--- config.mk ---
export PLATFORM = sky130hd
export DESIGN_NAME = pwm_combo_event
export DESIGN_NICKNAME = d
export VERILOG_FILES = /design/src/rtl/pwm_combo_pkg.sv /design/src/rtl/evt_chan_if.sv /design/src/rtl/event_out_chan.sv /design/src/rtl/pwm_combo_event.sv
export SDC_FILE = /design/constraint.sdc
export NUM_CORES = 1
export LEC_CHECK = 0
export BUFFER_PORTS_ARGS = -buffer_cell sky130_fd_sc_hd__buf_2
export CAP_MARGIN = 15
export CORE_UTILIZATION = 40
export CTS_BUF_LIST = sky130_fd_sc_hd__clkbuf_4
export DETAILED_ROUTE_END_ITERATION = 7
export SLEW_MARGIN = 15
export SYNTH_ARGS = -nofsm -noshare
export SYNTH_HDL_FRONTEND = slang
export SYNTH_SLANG_ARGS = --single-unit
--- constraint.sdc ---
create_clock -name clock -period 16.75 [get_ports clock]
set_clock_uncertainty 0.1 [all_clocks]
set_input_delay 2.5125 -clock clock [delete_from_list [all_inputs] [get_ports clock]]
set_output_delay 2.5125 -clock clock [all_outputs]
set_load 0.02 [all_outputs]
--- src/rtl/pwm_combo_pkg.sv ---
// Constants, field layout and codes shared by the PWM combination and event output logic.
package pwm_combo_pkg;

  localparam int N_LOGIC   = 6;
  localparam int N_EVT     = 6;
  localparam int N_PAIR    = 4;
  localparam int N_GEN     = 4;
  localparam int N_EVKIND  = 8;
  localparam int ADDR_W    = 8;

  // Which generators exist; a missing one reads as a constant zero.
  localparam logic [N_GEN-1:0] GEN_PRESENT = 4'hf;

  // Register byte offsets.
  localparam logic [ADDR_W-1:0] LOGCON_BASE = 8'h00;
  localparam logic [ADDR_W-1:0] EVTCON_BASE = 8'h18;
  localparam logic [ADDR_W-1:0] STATUS_OFS  = 8'h30;

  localparam logic [15:0] LOGCON_RESET = 16'h0000;
  localparam logic [15:0] EVTCON_RESET = 16'h0000;
  localparam logic [15:0] LOGCON_WMASK = 16'hfff7;
  localparam logic [15:0] EVTCON_WMASK = 16'hf0f7;

  // Combination control fields.
  localparam int SRC1_LSB    = 12;
  localparam int SRC2_LSB    = 8;
  localparam int SRC1_INV    = 7;
  localparam int SRC2_INV    = 6;
  localparam int FUNC_LSB    = 4;
  localparam int DEST_LSB    = 0;

  // Event control fields.
  localparam int EVT_OEN     = 15;
  localparam int EVT_POL     = 14;
  localparam int EVT_STRD    = 13;
  localparam int EVT_SYNC    = 12;
  localparam int EVT_SEL_LSB = 4;
  localparam int EVT_PGS_LSB = 0;

  // Status register layout.
  localparam int STAT_EVT_LSB = 0;
  localparam int STAT_HI_LSB  = 8;
  localparam int STAT_LO_LSB  = 12;

  localparam logic [1:0] FUNC_OR  = 2'h0;
  localparam logic [1:0] FUNC_AND = 2'h1;
  localparam logic [1:0] FUNC_XOR = 2'h2;

  localparam logic [2:0] DEST_NONE = 3'h0;
  localparam logic [2:0] DEST_MAX  = 3'h3;
  localparam logic [3:0] SRC_MAX   = 4'h7;
  localparam logic [2:0] PGS_MAX   = 3'h3;

  // Event select codes and the source index each one maps to.
  localparam logic [3:0] SEL_GEN_OUT = 4'h0;
  localparam logic [3:0] SEL_SYNC    = 4'h1;
  localparam logic [3:0] SEL_FF      = 4'h2;
  localparam logic [3:0] SEL_CL      = 4'h3;
  localparam logic [3:0] SEL_FAULT   = 4'h4;
  localparam logic [3:0] SEL_ADC1    = 4'h8;
  localparam logic [3:0] SEL_ADC2    = 4'h9;
  localparam logic [3:0] SEL_HR_ERR  = 4'hf;

  localparam int STRETCH_CYCLES = 8;
  localparam logic [3:0] STRETCH_LOAD = 4'(STRETCH_CYCLES - 1);

endpackage

--- src/rtl/evt_chan_if.sv ---
// Signals between the register block and one event output channel.
`timescale 1ns/1ps
interface evt_chan_if;
  logic src;
  logic enable;
  logic invert;
  logic suppress;
  logic sysclk_sync;
  logic evt;

  modport ctrl (output src, output enable, output invert, output suppress,
                output sysclk_sync, input evt);
  modport chan (input src, input enable, input invert, input suppress,
                input sysclk_sync, output evt);
endinterface

--- src/rtl/event_out_chan.sv ---
// One event output channel: optional resync, pulse stretch, polarity and enable.
`timescale 1ns/1ps
module event_out_chan (
  input wire logic clock,
  input wire logic rst,
  evt_chan_if.chan ch
);
  import pwm_combo_pkg::*;

  logic       src_d_r;
  logic       base_prev_r;
  logic [3:0] cnt_r;
  logic       evt_r;
  logic       base;
  logic       stretch_en;
  logic       active;

  // With resync the source takes one more system clock stage.
  assign base       = ch.sysclk_sync ? src_d_r : ch.src;
  // Stretching by system clocks still applies when resync is on.
  assign stretch_en = ~ch.suppress | ch.sysclk_sync;
  assign active     = base | (stretch_en & (cnt_r != 4'h0));

  always_ff @(posedge clock or posedge rst) begin
    if (rst) begin
      src_d_r     <= 1'b0;
      base_prev_r <= 1'b0;
    end else begin
      src_d_r     <= ch.src;
      base_prev_r <= base;
    end
  end

  // The count starts on the rising edge so the pulse spans eight clocks in total.
  always_ff @(posedge clock or posedge rst) begin
    if (rst) begin
      cnt_r <= 4'h0;
    end else if (base & ~base_prev_r) begin
      cnt_r <= STRETCH_LOAD;
    end else if (cnt_r != 4'h0) begin
      cnt_r <= cnt_r - 4'h1;
    end
  end

  // Disabled output rests at its inactive level for the chosen polarity.
  always_ff @(posedge clock or posedge rst) begin
    if (rst) begin
      evt_r <= 1'b0;
    end else if (ch.enable) begin
      evt_r <= active ^ ch.invert;
    end else begin
      evt_r <= ch.invert;
    end
  end

  assign ch.evt = evt_r;

endmodule // event_out_chan

--- src/rtl/pwm_combo_event.sv ---
// PWM combination logic and event output stage with an APB register slave.
//
// Local design decisions: the address map and the APB interface to the registers.
`timescale 1ns/1ps

module pwm_combo_event (
  input  wire logic                                      clock,
  input  wire logic                                      rst,
  input  wire logic                                      psel,
  input  wire logic                                      penable,
  input  wire logic                                      pwrite,
  input  wire logic [pwm_combo_pkg::ADDR_W-1:0]          paddr,
  input  wire logic [31:0]                               pwdata,
  output logic      [31:0]                               prdata,
  output logic                                           pready,
  output logic                                           pslverr,
  input  wire logic [pwm_combo_pkg::N_PAIR-1:0]          pair_high_in,
  input  wire logic [pwm_combo_pkg::N_PAIR-1:0]          pair_low_in,
  input  wire logic [pwm_combo_pkg::N_GEN*pwm_combo_pkg::N_EVKIND-1:0] gen_event_in,
  output logic      [pwm_combo_pkg::N_PAIR-1:0]          pair_high_pin,
  output logic      [pwm_combo_pkg::N_PAIR-1:0]          pair_low_pin,
  output logic      [pwm_combo_pkg::N_EVT-1:0]           event_out
);
  import pwm_combo_pkg::*;

  localparam int N_SRC = N_GEN * N_EVKIND;

  typedef enum logic [0:0] {
    ST_SETUP = 1'b0,
    ST_ACK   = 1'b1
  } apb_state_t;

  // ---------------------------------------------------------------------------
  // Helper functions
  // ---------------------------------------------------------------------------

  // Returns {valid, index} for a register bank starting at base.
  function automatic logic [3:0] bank_slot(input logic [ADDR_W-1:0] addr,
                                           input logic [ADDR_W-1:0] base);
    logic [ADDR_W-1:0] diff;
    diff = addr - base;
    if (addr >= base && diff[1:0] == 2'h0 && diff[ADDR_W-1:2] < (ADDR_W-2)'(N_LOGIC)) begin
      bank_slot = {1'b1, diff[4:2]};
    end else begin
      bank_slot = 4'h0;
    end
  endfunction

  // Picks a pair pin by source code; reserved codes and absent pairs read zero.
  function automatic logic pick_pin(input logic [3:0]        code,
                                    input logic [N_PAIR-1:0] hi,
                                    input logic [N_PAIR-1:0] lo);
    logic [1:0] pair;
    pair = code[2:1];
    if (code > SRC_MAX) begin
      pick_pin = 1'b0;
    end else if (!GEN_PRESENT[pair]) begin
      pick_pin = 1'b0;
    end else begin
      pick_pin = code[0] ? lo[pair] : hi[pair];
    end
  endfunction

  // Maps an event select code to its per-generator source index.
  function automatic logic [3:0] evt_kind(input logic [3:0] sel);
    case (sel)
      SEL_GEN_OUT: evt_kind = 4'h8;
      SEL_SYNC:    evt_kind = 4'h9;
      SEL_FF:      evt_kind = 4'ha;
      SEL_CL:      evt_kind = 4'hb;
      SEL_FAULT:   evt_kind = 4'hc;
      SEL_ADC1:    evt_kind = 4'hd;
      SEL_ADC2:    evt_kind = 4'he;
      SEL_HR_ERR:  evt_kind = 4'hf;
      default:     evt_kind = 4'h0;
    endcase
  endfunction

  // ---------------------------------------------------------------------------
  // Registers and APB slave
  // ---------------------------------------------------------------------------

  logic [15:0]       logcon_r [N_LOGIC];
  logic [15:0]       evtcon_r [N_EVT];
  apb_state_t        state_r;
  logic [31:0]       prdata_r;
  logic              pready_r;
  logic              pslverr_r;
  logic [3:0]        log_slot;
  logic [3:0]        evt_slot;
  logic              stat_hit;
  logic              wr_take;
  logic [31:0]       rd_nxt;
  logic [N_PAIR-1:0] hi_pin_r;
  logic [N_PAIR-1:0] lo_pin_r;
  logic [N_EVT-1:0]  evt_out_r;

  assign log_slot = bank_slot(paddr, LOGCON_BASE);
  assign evt_slot = bank_slot(paddr, EVTCON_BASE);
  assign stat_hit = (paddr == STATUS_OFS);
  // A write lands only at the edge where the master sees pready high.
  assign wr_take  = psel & penable & pwrite & pready_r;

  always_comb begin
    rd_nxt = 32'h0000_0000;
    if (log_slot[3]) begin
      rd_nxt = {16'h0000, logcon_r[log_slot[2:0]]};
    end else if (evt_slot[3]) begin
      rd_nxt = {16'h0000, evtcon_r[evt_slot[2:0]]};
    end else if (stat_hit) begin
      rd_nxt[STAT_EVT_LSB +: N_EVT] = evt_out_r;
      rd_nxt[STAT_HI_LSB +: N_PAIR] = hi_pin_r;
      rd_nxt[STAT_LO_LSB +: N_PAIR] = lo_pin_r;
    end
  end

  // Every access takes two access-phase cycles; pready is a registered answer.
  always_ff @(posedge clock or posedge rst) begin
    if (rst) begin
      state_r   <= ST_SETUP;
      pready_r  <= 1'b0;
      pslverr_r <= 1'b0;
      prdata_r  <= 32'h0000_0000;
    end else begin
      case (state_r)
        ST_SETUP: begin
          if (psel && penable) begin
            state_r   <= ST_ACK;
            pready_r  <= 1'b1;
            pslverr_r <= ~(log_slot[3] | evt_slot[3] | (stat_hit & ~pwrite));
            prdata_r  <= pwrite ? 32'h0000_0000 : rd_nxt;
          end
        end
        ST_ACK: begin
          state_r   <= ST_SETUP;
          pready_r  <= 1'b0;
          pslverr_r <= 1'b0;
        end
        default: begin
          state_r  <= ST_SETUP;
          pready_r <= 1'b0;
        end
      endcase
    end
  end

  generate
    for (genvar i = 0; i < N_LOGIC; i++) begin : g_regs
      always_ff @(posedge clock or posedge rst) begin
        if (rst) begin
          logcon_r[i] <= LOGCON_RESET;
          evtcon_r[i] <= EVTCON_RESET;
        end else if (wr_take) begin
          if (log_slot == {1'b1, 3'(i)}) begin
            logcon_r[i] <= pwdata[15:0] & LOGCON_WMASK;
          end
          if (evt_slot == {1'b1, 3'(i)}) begin
            evtcon_r[i] <= pwdata[15:0] & EVTCON_WMASK;
          end
        end
      end
    end
  endgenerate

  // ---------------------------------------------------------------------------
  // Combination pin logic and pin registers
  // ---------------------------------------------------------------------------

  logic [N_LOGIC-1:0] logic_result;
  logic [N_PAIR-1:0]  hi_pin_nxt;
  logic [N_PAIR-1:0]  lo_pin_nxt;

  always_comb begin
    logic a;
    logic b;
    logic [15:0] c;
    a = 1'b0;
    b = 1'b0;
    c = 16'h0000;
    for (int i = 0; i < N_LOGIC; i++) begin
      c = logcon_r[i];
      a = pick_pin(c[SRC1_LSB +: 4], pair_high_in, pair_low_in) ^ c[SRC1_INV];
      b = pick_pin(c[SRC2_LSB +: 4], pair_high_in, pair_low_in) ^ c[SRC2_INV];
      case (c[FUNC_LSB +: 2])
        FUNC_OR:  logic_result[i] = a | b;
        FUNC_AND: logic_result[i] = a & b;
        FUNC_XOR: logic_result[i] = a ^ b;
        default:  logic_result[i] = 1'b0;
      endcase
    end
  end

  // Later instances are visited first so the lowest letter wins a shared pin.
  always_comb begin
    logic [2:0] d;
    d          = DEST_NONE;
    hi_pin_nxt = pair_high_in;
    lo_pin_nxt = pair_low_in;
    for (int i = N_LOGIC - 1; i >= 0; i--) begin
      d = logcon_r[i][DEST_LSB +: 3];
      if (d != DEST_NONE && d <= DEST_MAX) begin
        if (i % 2 == 0) begin
          hi_pin_nxt[d[1:0]] = logic_result[i];
        end else begin
          lo_pin_nxt[d[1:0]] = logic_result[i];
        end
      end
    end
  end

  always_ff @(posedge clock or posedge rst) begin
    if (rst) begin
      hi_pin_r <= '0;
      lo_pin_r <= '0;
    end else begin
      hi_pin_r <= hi_pin_nxt;
      lo_pin_r <= lo_pin_nxt;
    end
  end

  // ---------------------------------------------------------------------------
  // Event source synchronisers
  // ---------------------------------------------------------------------------

  // Generator signals come from their own clocks, so each passes three stages.
  logic [N_SRC-1:0] s1_r;
  logic [N_SRC-1:0] s2_r;
  logic [N_SRC-1:0] s3_r;
  logic [N_SRC-1:0] qual_r;

  always_ff @(posedge clock or posedge rst) begin
    if (rst) begin
      s1_r   <= '0;
      s2_r   <= '0;
      s3_r   <= '0;
      qual_r <= '0;
    end else begin
      s1_r   <= gen_event_in;
      s2_r   <= s1_r;
      s3_r   <= s2_r;
      qual_r <= (s2_r & s3_r) | (qual_r & (s2_r | s3_r));
    end
  end

  // ---------------------------------------------------------------------------
  // Event output channels
  // ---------------------------------------------------------------------------

  generate
    for (genvar e = 0; e < N_EVT; e++) begin : g_evt
      evt_chan_if ch ();
      logic [15:0] ec;
      logic [2:0]  gsel;
      logic [3:0]  kind;
      assign ec   = evtcon_r[e];
      assign gsel = ec[EVT_PGS_LSB +: 3];
      assign kind = evt_kind(ec[EVT_SEL_LSB +: 4]);
      // Reserved codes and absent generators leave the source low.
      assign ch.src = (gsel <= PGS_MAX) && GEN_PRESENT[gsel[1:0]] && kind[3]
                      && qual_r[{gsel[1:0], kind[2:0]}];
      assign ch.enable      = ec[EVT_OEN];
      assign ch.invert      = ec[EVT_POL];
      assign ch.suppress    = ec[EVT_STRD];
      assign ch.sysclk_sync = ec[EVT_SYNC];
      assign evt_out_r[e]   = ch.evt;

      event_out_chan u_chan (
        .clock (clock),
        .rst   (rst),
        .ch    (ch.chan)
      );
    end
  endgenerate

  assign prdata        = prdata_r;
  assign pready        = pready_r;
  assign pslverr       = pslverr_r;
  assign pair_high_pin = hi_pin_r;
  assign pair_low_pin  = lo_pin_r;
  assign event_out     = evt_out_r;

endmodule // pwm_combo_event

==> flow_summary_export.csv, run 1 <==
group,metric,value,unit
synthesis,synth.area.top_cells,"dfrtp_1 (46%), mux2_2 (8.5%), o21ai_0 (4.3%)",
timing,finalSetupTns,0,ns
worst_setup_path,crit_required,17.35,ns
placed_design,pre_cts_ws,10.36,ns
synthesis,synth_warnings,0,
global_route,overflow,0,
clock_tree,clockBufferDepth,3,
timing,worst_slack,11.15,ns
die,ios,133,
routing,via_per_inst,5.95,
die,dieArea,49100,µm²
synthesis,syn_avg_cell_area,10.3,µm²
die,dieHeight,222,µm
synthesis,synthCells,1864,
clock_tree,ctsResizeCount,0,
final_layout,final_util,0.443,
routing,firstDrtPassIters,5,
final_layout,regArea,8830,µm²
timing,rsz0062_at_grt,"no",
final_layout,nFillCells,4547,
synthesis,syn-cell-area,19300,µm²
worst_setup_path,crit_end,"g_evt[1].ec[6]$_DFFE_PP0P_",
clock_tree,cts_sinks,353,
routing,ant_nets,0,
global_route,grt_pass1_wl,86.9,mm
final_layout,drive_gt1_frac,0.237,
placed_design,portBuffers,99,
synthesis,synth-main-ff-cell,"dfrtp_1",
pwr,power.leakage,0.00928,µW
die,coreArea,47600,µm²
clock_tree,hold_buffers,0,
synthesis,synth-edff-count,0,
worst_setup_path,arrival,6.21,ns
final_layout,area_growth,9.34,%
final_layout,final_common_cell,"dfrtp_1",
worst_setup_path,r2r_start,"g_evt[2].ec[4]$_DFFE_PP0P_",
global_route,antenna_found_initial,1,
pwr,vdd_drop_max,70.4,µV
placed_design,placed_cell_area,19900,µm²
clock_tree,cts_tree,"done",
timing,relSlewSlack,0.197,
die,chipWidth,222,µm
synthesis,ys_ff_latch,353,
clock_tree,htreeDepth,3,
pwr,powerDensity,92.8,nW/µm²
worst_setup_path,critical_path_class,"primary input to flop",
worst_setup_path,startpoint,"paddr[3]",
routing,drt_iter0_drc,1701,
routing,vias,15500,
final_layout,final_cell_mix,"dfrtp_1 (353), o21ai_0 (166), mux2_2 (146), clkbuf_4 (137), nor2_1 (123)",
routing,met3_length,4.27,mm
clock_tree,clk_latency,0.85,ns
timing,fin_crit,5.60,ns
worst_setup_path,critPathCaptureType,"flop",
global_route,grt_usage,0.230,
clock_tree,cts_root_buffer,"clkbuf_4",
timing,setup-violations-final,0,
routing,dr_wl_met2,25.4,mm
routing,wire_per_inst,21.7,µm
timing,final_hold_viol_count,0,
synthesis,ys_async_sr_fraction,1.00,
placed_design,gp_congestion,0.917,
worst_setup_path,path_max_fanout,42,
timing,fmax,178,MHz
synthesis,synthDistinctLibCells,81,
die,initial_core_util,0.405,
synthesis,yosysTopAreaCell,"dfrtp_1",
worst_setup_path,r2r_setup_slack,13.24,ns
worst_hold_path,min_path_type,"flop to flop",
routing,top_layer,"met4",
timing,worstMarginPinSlew,1.20,ns
final_layout,nets,2032,
final_layout,design_area,21100,µm²
worst_setup_path,r2r_cells,7,
timing,post-route-period-util,0.334,
routing,drc,0,
timing,drv_slew,0,
outcome,outcome,"finished clean",
die,rows,80,
worst_setup_path,critPathLaunchType,"primary input",
clock_tree,clk_pin_slew,0.06,ns
routing,wirelength,56.5,mm
job,drv_cap,0,
global_route,grt_max_degree,137,
routing,drt-met1-wl,24.5,mm
clock_tree,cts_made_buffers,93,
worst_setup_path,r2r-end,"g_evt[2].u_chan.cnt_r[1]$_DFFE_PP0P_",
synthesis,netlist.area_leader.share,0.458,
final_layout,multiInputGateArea,9540,µm²
clock_tree,cts_setup_buffers,0,
placed_design,hpwl,37.6,mm
synthesis,seq_area_frac_synth,0.458,
global_route,grt_pass1_vias,14900,
==> kinds of logic (layout without fill, tap and decap cells) <==
family	Yosys count	after routing	synth area share
and+or+nand+nor	467	467	0.126
xor gates and xnor gates	40	40	0.0182
adders and majority gates	57	57	0.0328
AOI/OAI and AO/OA	490	490	0.164
buffers and inverters	220	326	0.0508
other	1	18	0.000194
DFF	353	353	0.458
muxes	236	236	0.150
==> report_power, final <==
group / switching [µW] / internal [µW] / total (µW)
registers: 72.7 / 908 / 981
clock network: 356 / 372 / 728
logic: 144 / 104 / 248
total: 572 / 1390 / 1960
==> critical path, cell delays in order <==
cell	delay, ns
buf_2	0.08
buf_4	0.50
ha_1	0.57
nand2b_1	0.15
and3_1	0.24
nand2_1	0.42
nor2_1	0.77
nand2_1	0.52
mux2_2	0.41
==> metrics by stage <==
stage,hold slack (ns),total power (µW),std cells
after floorplan,0.231,1160,1879
after global placement,0.232,1230,2441
after detailed placement,0.235,1240,2441
after CTS,0.241,1990,2599
after global routing,0.245,2070,2601
final,0.234,1960,2602
==> cells in the mapped netlist (12+ instances only) <==
cell	count
clkbuf_1	93
mux2i_1	56
a21oi_1	86
and2_1	12
buf_2	39
a211oi_1	14
a221oi_1	20
nor3b_1	16
nor4b_1	15
o21ai_0	166
nand2_1	122
nor3_1	33
nand2b_1	14
o32ai_1	30
nand3_1	24
o211ai_1	19
maj3_1	32
dfrtp_1	353
o22ai_1	36
nand3b_1	13
buf_4	22
xnor2_1	28
mux2_2	146
ha_1	25
a31oi_1	17
nor2_1	124
xor2_1	12
nor2b_1	14
or3_1	14
mux4_2	24
inv_1	55
==> metal layers <==
metal | GRT usage | up-vias
met3 | 0.0452 | 161
met5 | 0 | -
met1 | 0.311 | 7680
li1 | - | 6989
met2 | 0.351 | 650
met4 | 0.116 | 0
==> state kept, by name, summed over array words and instances (netlist names), 16 cells and up <==
signal and flops:
logcon_r 90, g_evt.ec 66, qual_r 32, s1_r 32, s2_r 32, s3_r 32, g_evt.u_chan.cnt_r 24, prdata 16
==> worst min path at each step <==
| stage | start | endpoint | depth (start not counted) |
|---|---|---|---|
| 5_1_grt | s1_r[21]$_DFF_PP0_ | s2_r[21]$_DFF_PP0_ | 0 |
| 2_1_floorplan | s1_r[0]$_DFF_PP0_ | s2_r[0]$_DFF_PP0_ | 0 |
| 4_1_cts | s1_r[1]$_DFF_PP0_ | s2_r[1]$_DFF_PP0_ | 0 |
| 3_5_place_dp | s1_r[12]$_DFF_PP0_ | s2_r[12]$_DFF_PP0_ | 0 |
| 6_report | s1_r[21]$_DFF_PP0_ | s2_r[21]$_DFF_PP0_ | 0 |
| 3_3_place_gp | s1_r[29]$_DFF_PP0_ | s2_r[29]$_DFF_PP0_ | 0 |
==> cell type report <==
class | count | area share
Multi-Input combinational cell | 1306 | 0.452
Sequential cell | 353 | 0.419
Clock buffer | 137 | 0.0488
Tap cell | 615 | 0.0365
Timing Repair Buffer | 109 | 0.0276
Inverter | 59 | 0.0109
Clock inverter | 21 | 0.00480
Antenna cell | 2 | 0.000237
(Power assumes the default switching activity.)
==> run 2, diff against run 1 <==
clock period = 5.8 ns   (was 16.75 ns; I/O delays follow)
==> run 2 against run 1 <==
Effect of this change:
- global-route usage up 0.10 points
- die area unchanged
- sequential share of layout area down 0.63 points
- hold slack worse by 0.14 ns
- final cell count up 1.2%
- wire length up 0.49%
- register-to-register slack worse by 11 ns
- non-clock buffer count up 35
- count of clock-buffer cells in the layout down 8
- clock power rose to 2.9 times the previous value
- critical path type unchanged
- highest routed layer unchanged
==> flow_summary_export.csv, run 2 (same netlist as run 1, synthesis figures left out) <==
group,metric,value,unit
outcome,outcome,"finished clean",
worst_setup_path,r2r_setup_slack,2.30,ns
pwr,p_total,5680,µW
final_layout,design_area,21400,µm²
clock_tree,hold_buffers,31,
timing,fmax,286,MHz
pwr,power.leakage,0.00942,µW
routing,wirelength,56.8,mm
clock_tree,clk_latency,0.88,ns
job,drv_cap,0,
worst_setup_path,critPathCaptureType,"flop",
final_layout,final_cell_mix,"dfrtp_1 (353), o21ai_0 (166), mux2_2 (146), clkbuf_4 (129), nor2_1 (124)",
clock_tree,cts_tree,"done",
die,coreArea,47600,µm²
pwr,vdd_drop_max,174,µV
routing,wire_per_inst,21.6,µm
worst_setup_path,cp_slowest_stage_delay,0.81,ns
final_layout,nets,2069,
worst_setup_path,r2r_cells,7,
placed_design,hpwl,38.0,mm
final_layout,top_register,"logcon_r",
clock_tree,cts_setup_buffers,0,
placed_design,gp_congestion,0.903,
global_route,antenna_found_initial,1,
die,dieHeight,222,µm
timing,rsz0062_at_grt,"no",
placed_design,portBuffers,99,
final_layout,area_growth,11.0,%
timing,drv_slew,0,
worst_setup_path,r2r_start,"g_evt[1].ec[7]$_DFFE_PP0P_",
clock_tree,htreeDepth,3,
worst_setup_path,r2r-end,"g_evt[1].u_chan.cnt_r[3]$_DFFE_PP0P_",
clock_tree,clk_pin_slew,0.07,ns
timing,fin_crit,3.50,ns
global_route,overflow,0,
timing,worstMarginPinSlew,1.26,ns
worst_setup_path,crit_path_cell_trace,"buf_2, ha_1, nand2b_1, and3_1, and2_1, nor3_1, a21oi_1, a2111o_1, o21ai_0",
worst_hold_path,min_path_type,"primary input to flop",
die,dieArea,49100,µm²
placed_design,placed_cell_area,20000,µm²
global_route,grt_usage,0.231,
final_layout,largest_reg_flops,90,
final_layout,final_common_cell,"dfrtp_1",
routing,drt_iter0_drc,1631,
final_layout,drive_gt1_frac,0.231,
timing,worst_slack,2.30,ns
die,ios,133,
global_route,grt_pass1_vias,15100,
timing,hold_slack,0.0943,ns
worst_setup_path,crit_end,"prdata[11]$_DFFE_PP0P_",
routing,firstDrtPassIters,7,
clock_tree,cts_made_buffers,95,
timing,final_hold_viol_count,0,
timing,post-route-period-util,0.604,
timing,relSlewSlack,0.156,
routing,drc,0,
global_route,grt_max_degree,188,
worst_setup_path,startpoint,"paddr[3]",
placed_design,pre_cts_ws,1.54,ns
global_route,grt_pass1_wl,87.2,mm
worst_setup_path,arrival,4.18,ns
routing,vias,15600,
worst_setup_path,path_max_fanout,24,
timing,finalSetupTns,0,ns
timing,setup-violations-final,0,
clock_tree,clockBufferDepth,3,
clock_tree,cts_sinks,353,
worst_setup_path,critPathLaunchType,"primary input",
clock_tree,cts_root_buffer,"clkbuf_4",
die,chipWidth,222,µm
die,rows,80,
clock_tree,ctsResizeCount,0,
routing,via_per_inst,5.91,
worst_setup_path,crit_required,6.47,ns
routing,ant_nets,0,
worst_setup_path,slowest_stage,"nor3_1",
worst_setup_path,critical_path_class,"primary input to flop",
pwr,powerDensity,265,nW/µm²
die,initial_core_util,0.405,
run 2: changes by cell type in the layout (fill, tap and decap cells not counted), moves of 2 or more:
| cell | previous run | this run |
|---|---|---|
| buf_4 | 9 | 12 |
| clkbuf_4 | 137 | 129 |
| dlygate4sd3_1 | 0 | 31 |
| clkinv_4 | 0 | 2 |
run 2: area by class of cell:
| type | instances | area (µm²) |
|---|---|---|
| Clock buffer | 129 | 968 |
| Timing Repair Buffer | 144 | 936 |
| Clock inverter | 23 | 140 |
| Tap cell | 615 | 769 |
| Antenna cell | 3 | 7.51 |
| Fill cell | 4531 | 26200 |
| Sequential cell | 353 | 8830 |
| Multi-Input combinational cell | 1306 | 9530 |
| Inverter | 59 | 225 |
run 2: critical path, delay by kind of cell:
kind / cells / cell delay (ns)
adders and majority gates: 1 / 0.62
and+or+nand+nor: 4 / 1.47
AOI/OAI and AO/OA: 3 / 0.77
buffers and inverters: 1 / 0.43
run 2: how the worst min path moves through the flow:
stage / start / endpoint / slack [ns] / depth (start not counted)
floorplan: s1_r[0]$_DFF_PP0_ / s2_r[0]$_DFF_PP0_ / 0.23 / 0
global route: gen_event_in[3] / s1_r[3]$_DFF_PP0_ / 0.02 / 1
CTS: gen_event_in[3] / s1_r[3]$_DFF_PP0_ / 0.0009 / 1
global placement: s1_r[12]$_DFF_PP0_ / s2_r[12]$_DFF_PP0_ / 0.23 / 0
finish: gen_event_in[17] / s1_r[17]$_DFF_PP0_ / 0.09 / 1
detailed placement: s1_r[30]$_DFF_PP0_ / s2_r[30]$_DFF_PP0_ / 0.23 / 0
run 2: metal layers:
metal	global-route usage	wire length, µm	vias up
met5	0	0	-
met4	0.110	2240	0
met3	0.0516	4700	168
met2	0.353	25600	685
met1	0.310	24200	7652
li1	-	-	7059
run 2: per-stage QoR:
| step | std cells | util |
|---|---|---|
| 6_report | 2632 | 0.449 |
| 3_3_place_gp | 2446 | 0.420 |
| 4_1_cts | 2629 | 0.449 |
| 2_1_floorplan | 1879 | - |
| 5_1_grt | 2631 | 0.449 |
| 3_5_place_dp | 2446 | 0.420 |
run 2: power by group:
part	switching, µW	internal (µW)
registers	206	2620
clock network	1040	1070
logic	421	317
total	1670	4010
